<file path="src/core/hise_pkg.sv">
// Purpose: Shared constants for the host indication service encoder.
// Assumes: One clock, asynchronous active-low reset, byte-wide host link.
// Notes: The core and the bench share these codes, offsets and control bit positions.
package hise_pkg;
    localparam logic [7:0] CODE_RESET = 8'h03;
    localparam logic [6:0] CODE_CONFIRM_LOW = 7'h0B;
    localparam logic [7:0] CODE_FRAME_END = 8'hCB;
    localparam logic [7:0] CODE_STOP_ENTRY = 8'h2B;
    localparam logic [7:0] CODE_HEALTH = 8'h4B;
    localparam logic [2:0] STATE_LOW = 3'h7;
    localparam logic [2:0] QUALITY_LOW = 3'h3;
    localparam logic [1:0] CONFIG_LOW = 2'h1;
    localparam logic [7:0] ACK_MASK = 8'h33;
    localparam int QUEUE_DEPTH = 4;
    localparam int QUEUE_AW = 2;
    localparam logic [31:0] ADDR_CONTROL = 32'h0000_0000;
    localparam logic [31:0] ADDR_EVENT = 32'h0000_0004;
    localparam logic [31:0] ADDR_FLAGS = 32'h0000_0008;
    localparam logic [31:0] ADDR_HEALTH = 32'h0000_000C;
    localparam int CTL_BUSY_ON = 0;
    localparam int CTL_BUSY_OFF = 1;
    localparam int CTL_RESET = 2;
    localparam int CTL_STATE_REQ = 3;
    localparam int CTL_MONITOR = 4;
    localparam int CTL_AUTO_ACK = 5;
    localparam int CTL_AUTO_POLL = 6;
    localparam int CTL_CRC = 7;
    localparam int CTL_MARKER = 8;
    localparam int CTL_HOST_ACK = 9;
    localparam int CTL_CONFIG_REQ = 10;
    localparam logic [1:0] RESP_OKAY = 2'h0;
    localparam logic [1:0] RESP_SLVERR = 2'h2;
    localparam logic [1:0] MODE_NORMAL = 2'h3;
endpackage

</file>
<file path="src/core/hise_out_queue.sv">
// Purpose: Byte queue toward the host link, keeping generation order.
// Assumes: Writer pushes at most two bytes in one cycle.
// Notes: A two-byte service is pushed atomically so nothing interleaves.
`timescale 1ns/1ps
`default_nettype none
module hise_out_queue
    import hise_pkg::*;
(
    input wire logic clk,
    input wire logic arst_n,
    input wire logic flush,
    input wire logic [1:0] push_count,
    input wire logic [7:0] push_first,
    input wire logic [7:0] push_second,
    output logic [2:0] free_slots,
    output logic out_valid,
    input wire logic out_ready,
    output logic [7:0] out_byte
);
    logic [7:0] slots [QUEUE_DEPTH];
    logic [QUEUE_AW-1:0] rd_ptr;
    logic [QUEUE_AW-1:0] wr_ptr;
    logic [2:0] count;
    logic pop;

    assign pop = out_valid && out_ready;
    assign out_valid = (count != 3'h0);
    assign out_byte = slots[rd_ptr];
    assign free_slots = 3'(QUEUE_DEPTH) - count;

    always_ff @(posedge clk or negedge arst_n) begin
        if (!arst_n) begin
            rd_ptr <= '0;
            wr_ptr <= '0;
            count <= 3'h0;
        end else if (flush) begin
            rd_ptr <= '0;
            wr_ptr <= '0;
            count <= 3'h0;
        end else begin
            if (pop) begin
                rd_ptr <= rd_ptr + 1'b1;
            end
            wr_ptr <= wr_ptr + QUEUE_AW'(push_count);
            count <= count + 3'(push_count) - 3'(pop);
        end
    end

    // Byte order inside the queue follows the order of generation.
    always_ff @(posedge clk or negedge arst_n) begin
        if (!arst_n) begin
            for (int i = 0; i < QUEUE_DEPTH; i++) begin
                slots[i] <= 8'h00;
            end
        end else begin
            if (push_count != 2'h0) begin
                slots[wr_ptr] <= push_first;
            end
            if (push_count == 2'h2) begin
                slots[wr_ptr + 1'b1] <= push_second;
            end
        end
    end
endmodule
`default_nettype wire

</file>
<file path="src/core/hise_top.sv">
// Purpose: Builds indication bytes for the host and keeps the error and busy state.
// Assumes: Event inputs are single-cycle pulses from logic on the same clock.
// Notes: Software drives requests and reads flags over AXI4-Lite.
//
// The implementer's own choices: the address map and the AXI4-Lite slave port.
`timescale 1ns/1ps
`default_nettype none
module hise_top
    import hise_pkg::*;
(
    input wire logic clk,
    input wire logic arst_n,
    input wire logic [31:0] s_axi_awaddr,
    input wire logic s_axi_awvalid,
    output logic s_axi_awready,
    input wire logic [31:0] s_axi_wdata,
    input wire logic [3:0] s_axi_wstrb,
    input wire logic s_axi_wvalid,
    output logic s_axi_wready,
    output logic [1:0] s_axi_bresp,
    output logic s_axi_bvalid,
    input wire logic s_axi_bready,
    input wire logic [31:0] s_axi_araddr,
    input wire logic s_axi_arvalid,
    output logic s_axi_arready,
    output logic [31:0] s_axi_rdata,
    output logic [1:0] s_axi_rresp,
    output logic s_axi_rvalid,
    input wire logic s_axi_rready,
    input wire logic bus_byte_valid,
    input wire logic [7:0] bus_byte,
    input wire logic bus_frame_start,
    input wire logic tx_done,
    input wire logic tx_positive,
    input wire logic enter_normal,
    input wire logic poll_slot_collision,
    input wire logic host_byte_corrupt,
    input wire logic line_readback_mismatch,
    input wire logic command_order_fault,
    input wire logic thermal_warning,
    input wire logic frame_done,
    input wire logic parity_error,
    input wire logic checksum_error,
    input wire logic timing_error,
    input wire logic stop_entered,
    input wire logic [7:0] health_status,
    input wire logic addressed_frame,
    output logic ack_busy,
    output logic ack_positive,
    output logic host_valid,
    input wire logic host_ready,
    output logic [7:0] host_byte,
    output logic event_dropped
);
    logic [10:0] ctl_pulse;
    logic monitor_active;
    logic auto_ack_active;
    logic auto_poll_active;
    logic crc_active;
    logic marker_active;
    logic busy_mode;
    logic poll_slot_clash_flag;
    logic host_byte_fault_flag;
    logic line_mismatch_flag;
    logic command_order_fault_flag;
    logic thermal_alert_flag;
    logic flags_read;
    logic health_req;
    logic [7:0] status_byte;
    logic [1:0] next_count;
    logic [7:0] next_first;
    logic [7:0] next_second;
    logic [2:0] free_slots;
    logic [1:0] push_count;
    logic aw_hold;
    logic w_hold;
    logic [31:0] aw_addr;
    logic [31:0] w_data;
    logic [3:0] w_strb;
    logic write_fire;

    function automatic logic is_ack(input logic [7:0] b);
        return (b & ACK_MASK) == 8'h00;
    endfunction

    // ---------------- AXI4-Lite write path ----------------
    assign s_axi_awready = !aw_hold && !s_axi_bvalid;
    assign s_axi_wready = !w_hold && !s_axi_bvalid;
    assign write_fire = aw_hold && w_hold && !s_axi_bvalid;

    always_ff @(posedge clk or negedge arst_n) begin
        if (!arst_n) begin
            aw_hold <= 1'b0;
            w_hold <= 1'b0;
            aw_addr <= 32'h0000_0000;
            w_data <= 32'h0000_0000;
            w_strb <= 4'h0;
            s_axi_bvalid <= 1'b0;
            s_axi_bresp <= RESP_OKAY;
        end else begin
            if (s_axi_awvalid && s_axi_awready) begin
                aw_hold <= 1'b1;
                aw_addr <= s_axi_awaddr;
            end
            if (s_axi_wvalid && s_axi_wready) begin
                w_hold <= 1'b1;
                w_data <= s_axi_wdata;
                w_strb <= s_axi_wstrb;
            end
            if (write_fire) begin
                aw_hold <= 1'b0;
                w_hold <= 1'b0;
                s_axi_bvalid <= 1'b1;
                s_axi_bresp <= (aw_addr[31:2] == ADDR_CONTROL[31:2] ||
                    aw_addr[31:2] == ADDR_EVENT[31:2]) ? RESP_OKAY : RESP_SLVERR;
            end else if (s_axi_bvalid && s_axi_bready) begin
                s_axi_bvalid <= 1'b0;
            end
        end
    end

    // Control writes are commands: each set bit in bits 10..0 fires a one-cycle request.
    always_ff @(posedge clk or negedge arst_n) begin
        if (!arst_n) begin
            ctl_pulse <= 11'h000;
        end else if (write_fire && aw_addr[31:2] == ADDR_CONTROL[31:2]) begin
            ctl_pulse <= {w_strb[1] ? w_data[10:8] : 3'h0, w_strb[0] ? w_data[7:0] : 8'h00};
        end else begin
            ctl_pulse <= 11'h000;
        end
    end

    // ---------------- AXI4-Lite read path ----------------
    assign s_axi_arready = !s_axi_rvalid;

    always_ff @(posedge clk or negedge arst_n) begin
        if (!arst_n) begin
            s_axi_rvalid <= 1'b0;
            s_axi_rdata <= 32'h0000_0000;
            s_axi_rresp <= RESP_OKAY;
        end else if (s_axi_arvalid && s_axi_arready) begin
            s_axi_rvalid <= 1'b1;
            s_axi_rresp <= RESP_OKAY;
            unique case (s_axi_araddr[31:2])
                ADDR_CONTROL[31:2]: s_axi_rdata <= {26'h0, busy_mode, marker_active,
                    crc_active, auto_poll_active, auto_ack_active, monitor_active};
                ADDR_FLAGS[31:2]: s_axi_rdata <= {24'h0, poll_slot_clash_flag,
                    host_byte_fault_flag, line_mismatch_flag, command_order_fault_flag,
                    thermal_alert_flag, STATE_LOW};
                ADDR_HEALTH[31:2]: s_axi_rdata <= {24'h0, health_status};
                ADDR_EVENT[31:2]: s_axi_rdata <= 32'h0000_0000;
                default: begin
                    s_axi_rdata <= 32'h0000_0000;
                    s_axi_rresp <= RESP_SLVERR;
                end
            endcase
        end else if (s_axi_rvalid && s_axi_rready) begin
            s_axi_rvalid <= 1'b0;
        end
    end

    // ---------------- Mode state ----------------
    // Features only switch on; a reset request is the only way back.
    always_ff @(posedge clk or negedge arst_n) begin
        if (!arst_n) begin
            monitor_active <= 1'b0;
            auto_ack_active <= 1'b0;
            auto_poll_active <= 1'b0;
            crc_active <= 1'b0;
            marker_active <= 1'b0;
        end else if (ctl_pulse[CTL_RESET]) begin
            monitor_active <= 1'b0;
            auto_ack_active <= 1'b0;
            auto_poll_active <= 1'b0;
            crc_active <= 1'b0;
            marker_active <= 1'b0;
        end else begin
            monitor_active <= monitor_active | ctl_pulse[CTL_MONITOR];
            auto_ack_active <= auto_ack_active | ctl_pulse[CTL_AUTO_ACK];
            auto_poll_active <= auto_poll_active | ctl_pulse[CTL_AUTO_POLL];
            crc_active <= crc_active | ctl_pulse[CTL_CRC];
            marker_active <= marker_active | ctl_pulse[CTL_MARKER];
        end
    end

    // Busy mode is only taken while auto-acknowledge runs.
    always_ff @(posedge clk or negedge arst_n) begin
        if (!arst_n) begin
            busy_mode <= 1'b0;
        end else if (ctl_pulse[CTL_RESET] || ctl_pulse[CTL_HOST_ACK]) begin
            busy_mode <= 1'b0;
        end else if (ctl_pulse[CTL_BUSY_OFF] && auto_ack_active) begin
            busy_mode <= 1'b0;
        end else if (ctl_pulse[CTL_BUSY_ON] && auto_ack_active) begin
            busy_mode <= 1'b1;
        end
    end

    assign ack_busy = addressed_frame && auto_ack_active && busy_mode;
    assign ack_positive = addressed_frame && auto_ack_active && !busy_mode;

    // ---------------- Error flags ----------------
    // Latched flags clear on a state or reset request, but a new event in that cycle wins; the thermal flag follows its pin.
    assign flags_read = ctl_pulse[CTL_STATE_REQ] || ctl_pulse[CTL_RESET];

    always_ff @(posedge clk or negedge arst_n) begin
        if (!arst_n) begin
            poll_slot_clash_flag <= 1'b0;
            host_byte_fault_flag <= 1'b0;
            line_mismatch_flag <= 1'b0;
            command_order_fault_flag <= 1'b0;
        end else begin
            poll_slot_clash_flag <= poll_slot_collision ||
                (poll_slot_clash_flag && !flags_read);
            host_byte_fault_flag <= host_byte_corrupt ||
                (host_byte_fault_flag && !flags_read);
            line_mismatch_flag <= line_readback_mismatch ||
                (line_mismatch_flag && !flags_read);
            command_order_fault_flag <= command_order_fault ||
                (command_order_fault_flag && !flags_read);
        end
    end

    // Thermal warning is a pin-level condition, so it is synchronised first.
    logic thermal_meta;
    always_ff @(posedge clk or negedge arst_n) begin
        if (!arst_n) begin
            thermal_meta <= 1'b0;
            thermal_alert_flag <= 1'b0;
        end else begin
            thermal_meta <= thermal_warning;
            thermal_alert_flag <= thermal_meta;
        end
    end

    assign status_byte = {poll_slot_clash_flag, host_byte_fault_flag, line_mismatch_flag,
        command_order_fault_flag, thermal_alert_flag, STATE_LOW};

    // ---------------- Indication builder ----------------
    assign health_req = write_fire && aw_addr[31:2] == ADDR_EVENT[31:2] && w_strb[0]
        && w_data[0];

    // One service per cycle by fixed priority; others in that cycle are lost.
    always_comb begin
        next_count = 2'h0;
        next_first = 8'h00;
        next_second = 8'h00;
        if (bus_byte_valid && (!is_ack(bus_byte) || bus_frame_start)) begin
            next_count = 2'h1;
            next_first = bus_byte;
        end else if (bus_byte_valid && is_ack(bus_byte)) begin
            next_count = monitor_active ? 2'h1 : 2'h0;
            next_first = bus_byte;
        end else if (tx_done) begin
            next_count = 2'h1;
            next_first = {tx_positive, CODE_CONFIRM_LOW};
        end else if (enter_normal) begin
            next_count = 2'h1;
            next_first = CODE_RESET;
        end else if (ctl_pulse[CTL_STATE_REQ]) begin
            next_count = 2'h1;
            next_first = status_byte;
        end else if (frame_done && marker_active) begin
            next_count = 2'h2;
            next_first = CODE_FRAME_END;
            next_second = {parity_error, checksum_error, timing_error, 1'b1, 1'b0,
                QUALITY_LOW};
        end else if (ctl_pulse[CTL_CONFIG_REQ]) begin
            next_count = 2'h1;
            next_first = {1'b0, 1'b0, auto_ack_active, auto_poll_active, crc_active,
                marker_active, CONFIG_LOW};
        end else if (stop_entered) begin
            next_count = 2'h1;
            next_first = CODE_STOP_ENTRY;
        end else if (health_req) begin
            next_count = 2'h2;
            next_first = CODE_HEALTH;
            next_second = health_status;
        end
    end

    // A service that does not fit whole is dropped rather than split.
    assign push_count = (3'(next_count) <= free_slots) ? next_count : 2'h0;

    always_ff @(posedge clk or negedge arst_n) begin
        if (!arst_n) begin
            event_dropped <= 1'b0;
        end else begin
            event_dropped <= (next_count != 2'h0) && (push_count == 2'h0);
        end
    end

    hise_out_queue u_queue (
        .clk(clk),
        .arst_n(arst_n),
        .flush(ctl_pulse[CTL_RESET]),
        .push_count(push_count),
        .push_first(next_first),
        .push_second(next_second),
        .free_slots(free_slots),
        .out_valid(host_valid),
        .out_ready(host_ready),
        .out_byte(host_byte)
    );
endmodule
`default_nettype wire

</file>
<file path="config.mk">
export PLATFORM = sky130hd
export DESIGN_NAME = hise_top
export DESIGN_NICKNAME = d
export VERILOG_FILES = /design/src/core/hise_pkg.sv /design/src/core/hise_out_queue.sv /design/src/core/hise_top.sv
export SDC_FILE = /design/constraint.sdc
export NUM_CORES = 1
export LEC_CHECK = 0
export BUFFER_PORTS_ARGS = -buffer_cell sky130_fd_sc_hd__buf_2
export CORE_UTILIZATION = 30
export CTS_BUF_LIST = sky130_fd_sc_hd__clkbuf_4 sky130_fd_sc_hd__clkbuf_8
export CTS_CLUSTER_DIAMETER = 30
export CTS_CLUSTER_SIZE = 8
export DETAILED_ROUTE_END_ITERATION = 7
export HOLD_SLACK_MARGIN = 0.02
export PLACE_DENSITY = 0.54
export SLEW_MARGIN = 0
export SYNTH_ARGS = -nofsm -noshare
export SYNTH_HDL_FRONTEND = slang
export SYNTH_SLANG_ARGS = --single-unit
</file>
<file path="constraint.sdc">
create_clock -name clk -period 11.6 [get_ports clk]
set_input_delay 2.9 -clock clk [delete_from_list [all_inputs] [get_ports clk]]
set_output_delay 2.9 -clock clk [all_outputs]
set_load 0.02 [all_outputs]
</file>
==> results of run 1 <==
## critical path: stages
cell,delay [ns]
buf_2,0.19
or4_1,0.60
or4_1,0.54
nor4_4,0.38
nor2_2,0.20
inv_1,0.09
ha_1,0.23
nor2b_1,0.14
o211ai_1,0.62
o21ai_1,0.26
ha_1,0.38
fa_1,0.43
xnor2_1,0.17
nor2_1,0.05
## path summary, 6_finish.rpt
path / startpoint / endpoint / slack [ns] / depth (start not counted)
max: bus_byte_valid / u_queue.count[2] / 4.73 / 14
min: thermal_meta / thermal_alert_flag / 0.38 / 0
max reg2reg: ctl_pulse[3] / u_queue.count[2] / 6.87 / 13
min reg2reg: thermal_meta / thermal_alert_flag / 0.38 / 0
max in group asynchronous: arst_n / s_axi_rdata[3] / 7.74 / 2
min in group asynchronous: arst_n / aw_addr[17] / 2.42 / 1
## cells in the mapped netlist, types with 3 or more instances
master and number:
nor4_1 13, or3_1 3, buf_1 4, and3_1 7
mux4_2 8, nand3_1 12, o221ai_1 10, dfrtp_1 120
o31ai_1 3, xnor2_1 5, ha_1 8, a21o_1 7
a221oi_2 4, nor3_1 6, a22oi_1 10, o21ai_1 12
a21oi_1 17, nor3b_1 3, o21ai_0 18, mux2_2 40
nand3b_1 3, mux2i_1 26, and2_1 13, a21oi_4 6
inv_1 16, clkbuf_1 12, nor2_1 38, a22o_1 6
buf_4 28, nor2b_1 7, or4_1 4, nand2b_1 4
o211ai_1 3, nand2_1 30
## metal layers
metal,routed length [um],vias to the layer above,GRT usage (%)
met5,23,-,0
met4,291,4,5.16
met3,962,29,5.55
met2,7590,138,25.3
met1,7250,2250,20.5
li1,-,2229,-
## kinds of logic after synthesis
logic type / Yosys count / share of synthesized area, %
AOI/OAI and AO/OA: 112 / 13.8
xor gates and xnor gates: 6 / 0.851
adders and majority gates: 9 / 1.95
buffers and inverters: 64 / 6.02
DFF: 120 / 48.7
muxes: 74 / 14.4
other: 1 / 0.0608
and+or+nand+nor: 159 / 14.2
## area by class of cell
type | count | area, um2 | share of cell area (%)
Clock inverter | 13 | 168 | 2.25
Timing Repair Buffer | 143 | 728 | 9.78
Clock buffer | 19 | 255 | 3.43
Sequential cell | 120 | 3000 | 40.3
Tap cell | 270 | 338 | 4.54
Inverter | 16 | 60.1 | 0.807
Multi-Input combinational cell | 386 | 2890 | 38.8
## registers in the layout, summed over array words and instances (netlist names), 2 cells and up
name            cells
s_axi_rdata         8
aw_addr            30
u_queue.count       3
w_strb              2
u_queue.slots      32
u_queue.rd_ptr      2
w_data             11
ctl_pulse          11
u_queue.wr_ptr      2
## where the power goes
group | leakage, uW | internal [uW] | total (uW) | switching (uW)
registers | 0.00145 | 578 | 685 | 107
logic | 0.00178 | 327 | 683 | 356
clock network | 0.000210 | 223 | 404 | 181
total | 0.00344 | 1130 | 1770 | 645
## stage by stage
step	hold slack (ns)	worst slack, ns	area [um2]	cells	utilization (%)
2_1_floorplan	0.331	5.20	6270	570	-
4_1_cts	0.384	4.76	7440	967	36.9
6_report	0.377	4.73	7440	967	36.9
5_1_grt	0.387	4.41	7440	967	36.9
3_5_place_dp	0.363	4.27	7020	935	34.8
3_3_place_gp	0.362	4.29	7020	935	34.8
==> out/metrics.cfg, run 1 <==
[status]
outcome=completed

[setup_path]
endpoint_kind=flip-flop
path_class=primary input to flip-flop
cp.required_ns=11.91
crit_arrival_ns=7.18
crit_fanout=15
startpoint_type=primary input

[finish]
syn2layout_area_growth_pct=20.6
final_nets=833
layout_commonest_cell=buf_2
diodes=0
drive_above_1_share_pct=35.7
fillers=2056
final_cell_mix=buf_2 (138), dfrtp_1 (120), mux2_2 (40), nor2_1 (38), nand2_1 (30)

[synthesis]
syn_area_per_cell_um2=11.3
yosys-top-cells-area=dfrtp_1 (49%), mux2_2 (7.3%), mux2i_1 (4.2%), buf_4 (3.4%), mux4_2 (2.9%)
yosysTopAreaCell=dfrtp_1
postSynthCellCount=545
ys.warnings.count=0
synth_seq_cells=120
yosys.area.top_type_share_pct=48.7
ys_seq_area_share_pct=48.7
synth_enable_flop_cells=0
synth_area_um2=6170
synth.distinct_cells=66
ys.flop_type=dfrtp_1
async_reset_ff_share_pct=100

[cts]
clock_latency_ns=0.44
cts.sinks=120
tritoncts=done
cts_max_level=4
clkTransAtPathRegs_ns=0.08
ctsResizeCount=0
cts_setup_buffers=0
clk_path_buf_depth=2
cts_buffers=17
cts_root_buf=clkbuf_8
ctsHoldBuffers=0

[floorplanning]
die_w_um=145
rows=52
start_util_pct=30.6
fp.coreArea_um2=20200
die_h_um=145
fp.dieArea_um2=21200
io-pin-count=193

[pwr]
power_uw=1770
leakagePower_uw=0.00344
peakVddDrop_mv=0.137
power_density_nw_per_um2=238

[placement]
place.gp.congestion=0.795
port_buffers=139
dp_hpwl_mm=12.1

[drt]
drt_iter0_drc=230
postRouteAntennaNets=0
routedWlPerCell_um=16.7
drt_wl_total_mm=16.1
drc=0
first_pass_iters=4
num_vias=4650
via_per_inst=4.81

[sta]
rsz0062_at_grt=no
post-route-min-period_ns=6.87
tightest_slew_ns=1.24
fin_worst_skew_ns=0.0122
slew_headroom_pct=16.9
setup_violations=0
hold_violations=0
max_freq_mhz=146
fin_crit_sh_pct=59.2
setup_tns_ns=0
drv_slew=0

[global_routing]
grt_pass1_wl_mm=25.9
grt_start_max_net_pins=82
antenna_found_initial=2
grt_overflow_total=0
grt_pass1_vias=4726
gr-usage-all-layers_pct=16.0

[worst_hold_path]
hold_path_class=flip-flop to flip-flop

[run]
max_cap_violations=0

Note: power is estimated with default switching activity, not from simulation.
==> run 2, diff against run 1 <==
==> constraint.sdc (replaced) <==
create_clock -name clk -period 7.1 [get_ports clk]
set_input_delay 1.775 -clock clk [delete_from_list [all_inputs] [get_ports clk]]
set_output_delay 1.775 -clock clk [all_outputs]
set_load 0.02 [all_outputs]
==> out/metrics.cfg, run 2 (same netlist as run 1, synthesis figures left out) <==
[drt]
postRouteAntennaNets=0  ; unchanged
routedWlPerCell_um=16.8  ; +0.60%
first_pass_iters=7  ; +3
drc=1  ; +1
num_vias=4695  ; +0.97%
drt_iter0_drc=256  ; +11%
via_per_inst=4.86  ; +1.1%
drt_wl_total_mm=16.2  ; +0.50%

[setup_path]
startpoint_type=primary input
endpoint_kind=flip-flop
crit_path_top_delay_cell=o21ai_1
cp.required_ns=7.47  ; -4.44 ns
cp_cell_sequence=buf_2 -> or4_1 -> or4_1 -> nor4_4 -> nor2_2 -> inv_1 -> ha_1 -> nand2_1 -> o211ai_1 -> buf_4 -> and3_1 -> o21ai_1 -> o221ai_1 -> o21ai_1
path_class=primary input to flip-flop
cpPeakStageDelay_ns=0.68  ; +0.06 ns
crit_arrival_ns=5.76  ; -1.42 ns
crit_fanout=15  ; unchanged

[sta]
setup_tns_ns=0  ; unchanged
tightest_slew_ns=1.23  ; -0.00751 ns
fin_worst_skew_ns=0.0172  ; +0.00497 ns
max_freq_mhz=186
setup_violations=0  ; unchanged
fin_crit_sh_pct=75.9
post-route-min-period_ns=5.39
hold_violations=0  ; unchanged
rsz0062_at_grt=no
drv_slew=0  ; unchanged
slew_headroom_pct=17.4  ; +0.50 points

[pwr]
power_uw=2810  ; +59%
clkPwrFrac_pct=20.0  ; -2.8 points
peakVddDrop_mv=0.306  ; +120%
switching_share_pct=38.3  ; +2.0 points
p_switching_uw=1080  ; +67%
power_frac_seq_pct=39.9  ; +1.2 points
p_comb_share_pct=40.1  ; +1.6 points
power_density_nw_per_um2=381  ; +60%
leakagePower_uw=0.00340  ; -1.1%
p_int_uw=1730  ; +54%

[cts]
cts_root_buf=clkbuf_8
cts.sinks=120  ; unchanged
tritoncts=done
clkTransAtPathRegs_ns=0.09  ; about the same
ctsHoldBuffers=0  ; unchanged
ctsResizeCount=0  ; unchanged
cts_max_level=4  ; unchanged
clock_latency_ns=0.46  ; +0.02 ns
cts_buffers=17  ; unchanged
cts_setup_buffers=0  ; unchanged
clk_path_buf_depth=2  ; unchanged

[floorplanning]
fp.dieArea_um2=21200  ; unchanged
die_h_um=145  ; unchanged
die_w_um=145  ; unchanged
fp.coreArea_um2=20200  ; unchanged
io-pin-count=193  ; unchanged
rows=52  ; unchanged
start_util_pct=30.6  ; unchanged

[finish]
fillers=2038  ; -0.88%
largest-register=u_queue.slots
layout_commonest_cell=buf_2
diodes=0  ; unchanged
final_nets=833  ; unchanged
syn2layout_area_growth_pct=19.4
largestRegisters=u_queue.slots (32), aw_addr (30)
largest_reg_flops=32  ; unchanged
final_cell_mix=buf_2 (138), dfrtp_1 (120), mux2_2 (40), nor2_1 (38), nand2_1 (30)
drive_above_1_share_pct=35.6  ; -0.092 points

[global_routing]
antenna_found_initial=1  ; -1
use_met2_pct=24.7  ; -0.58 points
gr-usage-all-layers_pct=16.1  ; +0.10 points
grt_pass1_vias=4790  ; +1.4%
grtUsageMet3_pct=4.01  ; -1.5 points
grt_most_used_layer=met2
grt_pass1_wl_mm=26.2  ; +1.3%
grt_start_max_net_pins=77  ; -6.1%
met1_usage_pct=21.4  ; +0.87 points
grt_overflow_total=0  ; unchanged

[status]
violations=design-rule violations
outcome=finished with violations

[worst_hold_path]
hold_path_class=flip-flop to flip-flop

[run]
max_cap_violations=0  ; unchanged

[placement]
port_buffers=139  ; unchanged
dp_hpwl_mm=12.1  ; +0.15%
place.gp.congestion=0.807  ; +1.4%

-- run 2: cell types whose count changed in the layout (fill, tap and decap cells not counted) --
cell / before / now
clkinvlp_4: 2 / 3
clkbuf_4: 1 / 0
clkbuf_8: 18 / 17
bufinv_16: 3 / 0
inv_8: 0 / 1
inv_6: 3 / 7
clkinv_4: 3 / 1
-- run 2: worst paths after layout --
check                          startpoint                 end  slack (ns)  cells past startpoint
setup reg to reg             ctl_pulse[3]   u_queue.slots[26]        2.71                     13
min in group asynchronous          arst_n         aw_addr[27]        1.47                      1
hold / removal               thermal_meta  thermal_alert_flag        0.39                      0
setup / recovery           bus_byte_valid   u_queue.slots[26]        1.71                     14
max in group asynchronous          arst_n    u_queue.slots[3]        4.43                      2
hold reg to reg              thermal_meta  thermal_alert_flag        0.39                      0
-- run 2: worst max-delay path: cells and delay by family --
kind	cells	cell delay [ns]
AND/OR/NAND/NOR	6	2.11
AO/OA/AOI/OAI	4	1.19
buffers and inverters	3	0.46
adder cells (fa/ha/maj)	1	0.23
-- run 2: layer usage --
metal | up-vias | wire, um
met5 | - | 8
met4 | 2 | 387
met3 | 32 | 926
met2 | 133 | 7400
met1 | 2309 | 7470
li1 | 2219 | -
-- run 2: metrics by stage --
stage               utilization, %  std cells  cell area (um2)  hold WS, ns  worst slack [ns]
finish                        36.5        966             7370        0.387              1.71
CTS                           36.5        966             7370        0.381              1.72
global route                  36.5        966             7370        0.390              1.47
detailed placement            34.8        935             7020        0.361              1.24
floorplan                        -        570             6270        0.331              1.82
global placement              34.8        935             7020        0.362              1.23
-- run 2: layout make-up --
type                    instances  area, um2  area share [%]
multi-input cells             386       2890            39.2
flip-flops and latches        120       3000            40.8
clock buffers                  17        234            3.18
inverters                      16       60.1           0.815
well taps                     270        338            4.58
repair buffers                143        728            9.88
clock inverters                14        114            1.55
-- run 2: power by group through the flow --
| stage | registers (uW) | logic (uW) | clock network [uW] |
|---|---|---|---|
| global route | 1160 | 1250 | 607 |
| detailed placement | 1140 | 1130 | 0 |
| floorplan | 1050 | 904 | 0 |
| global placement | 1130 | 1120 | 0 |
| finish | 1120 | 1130 | 563 |
| CTS | 1120 | 1140 | 577 |
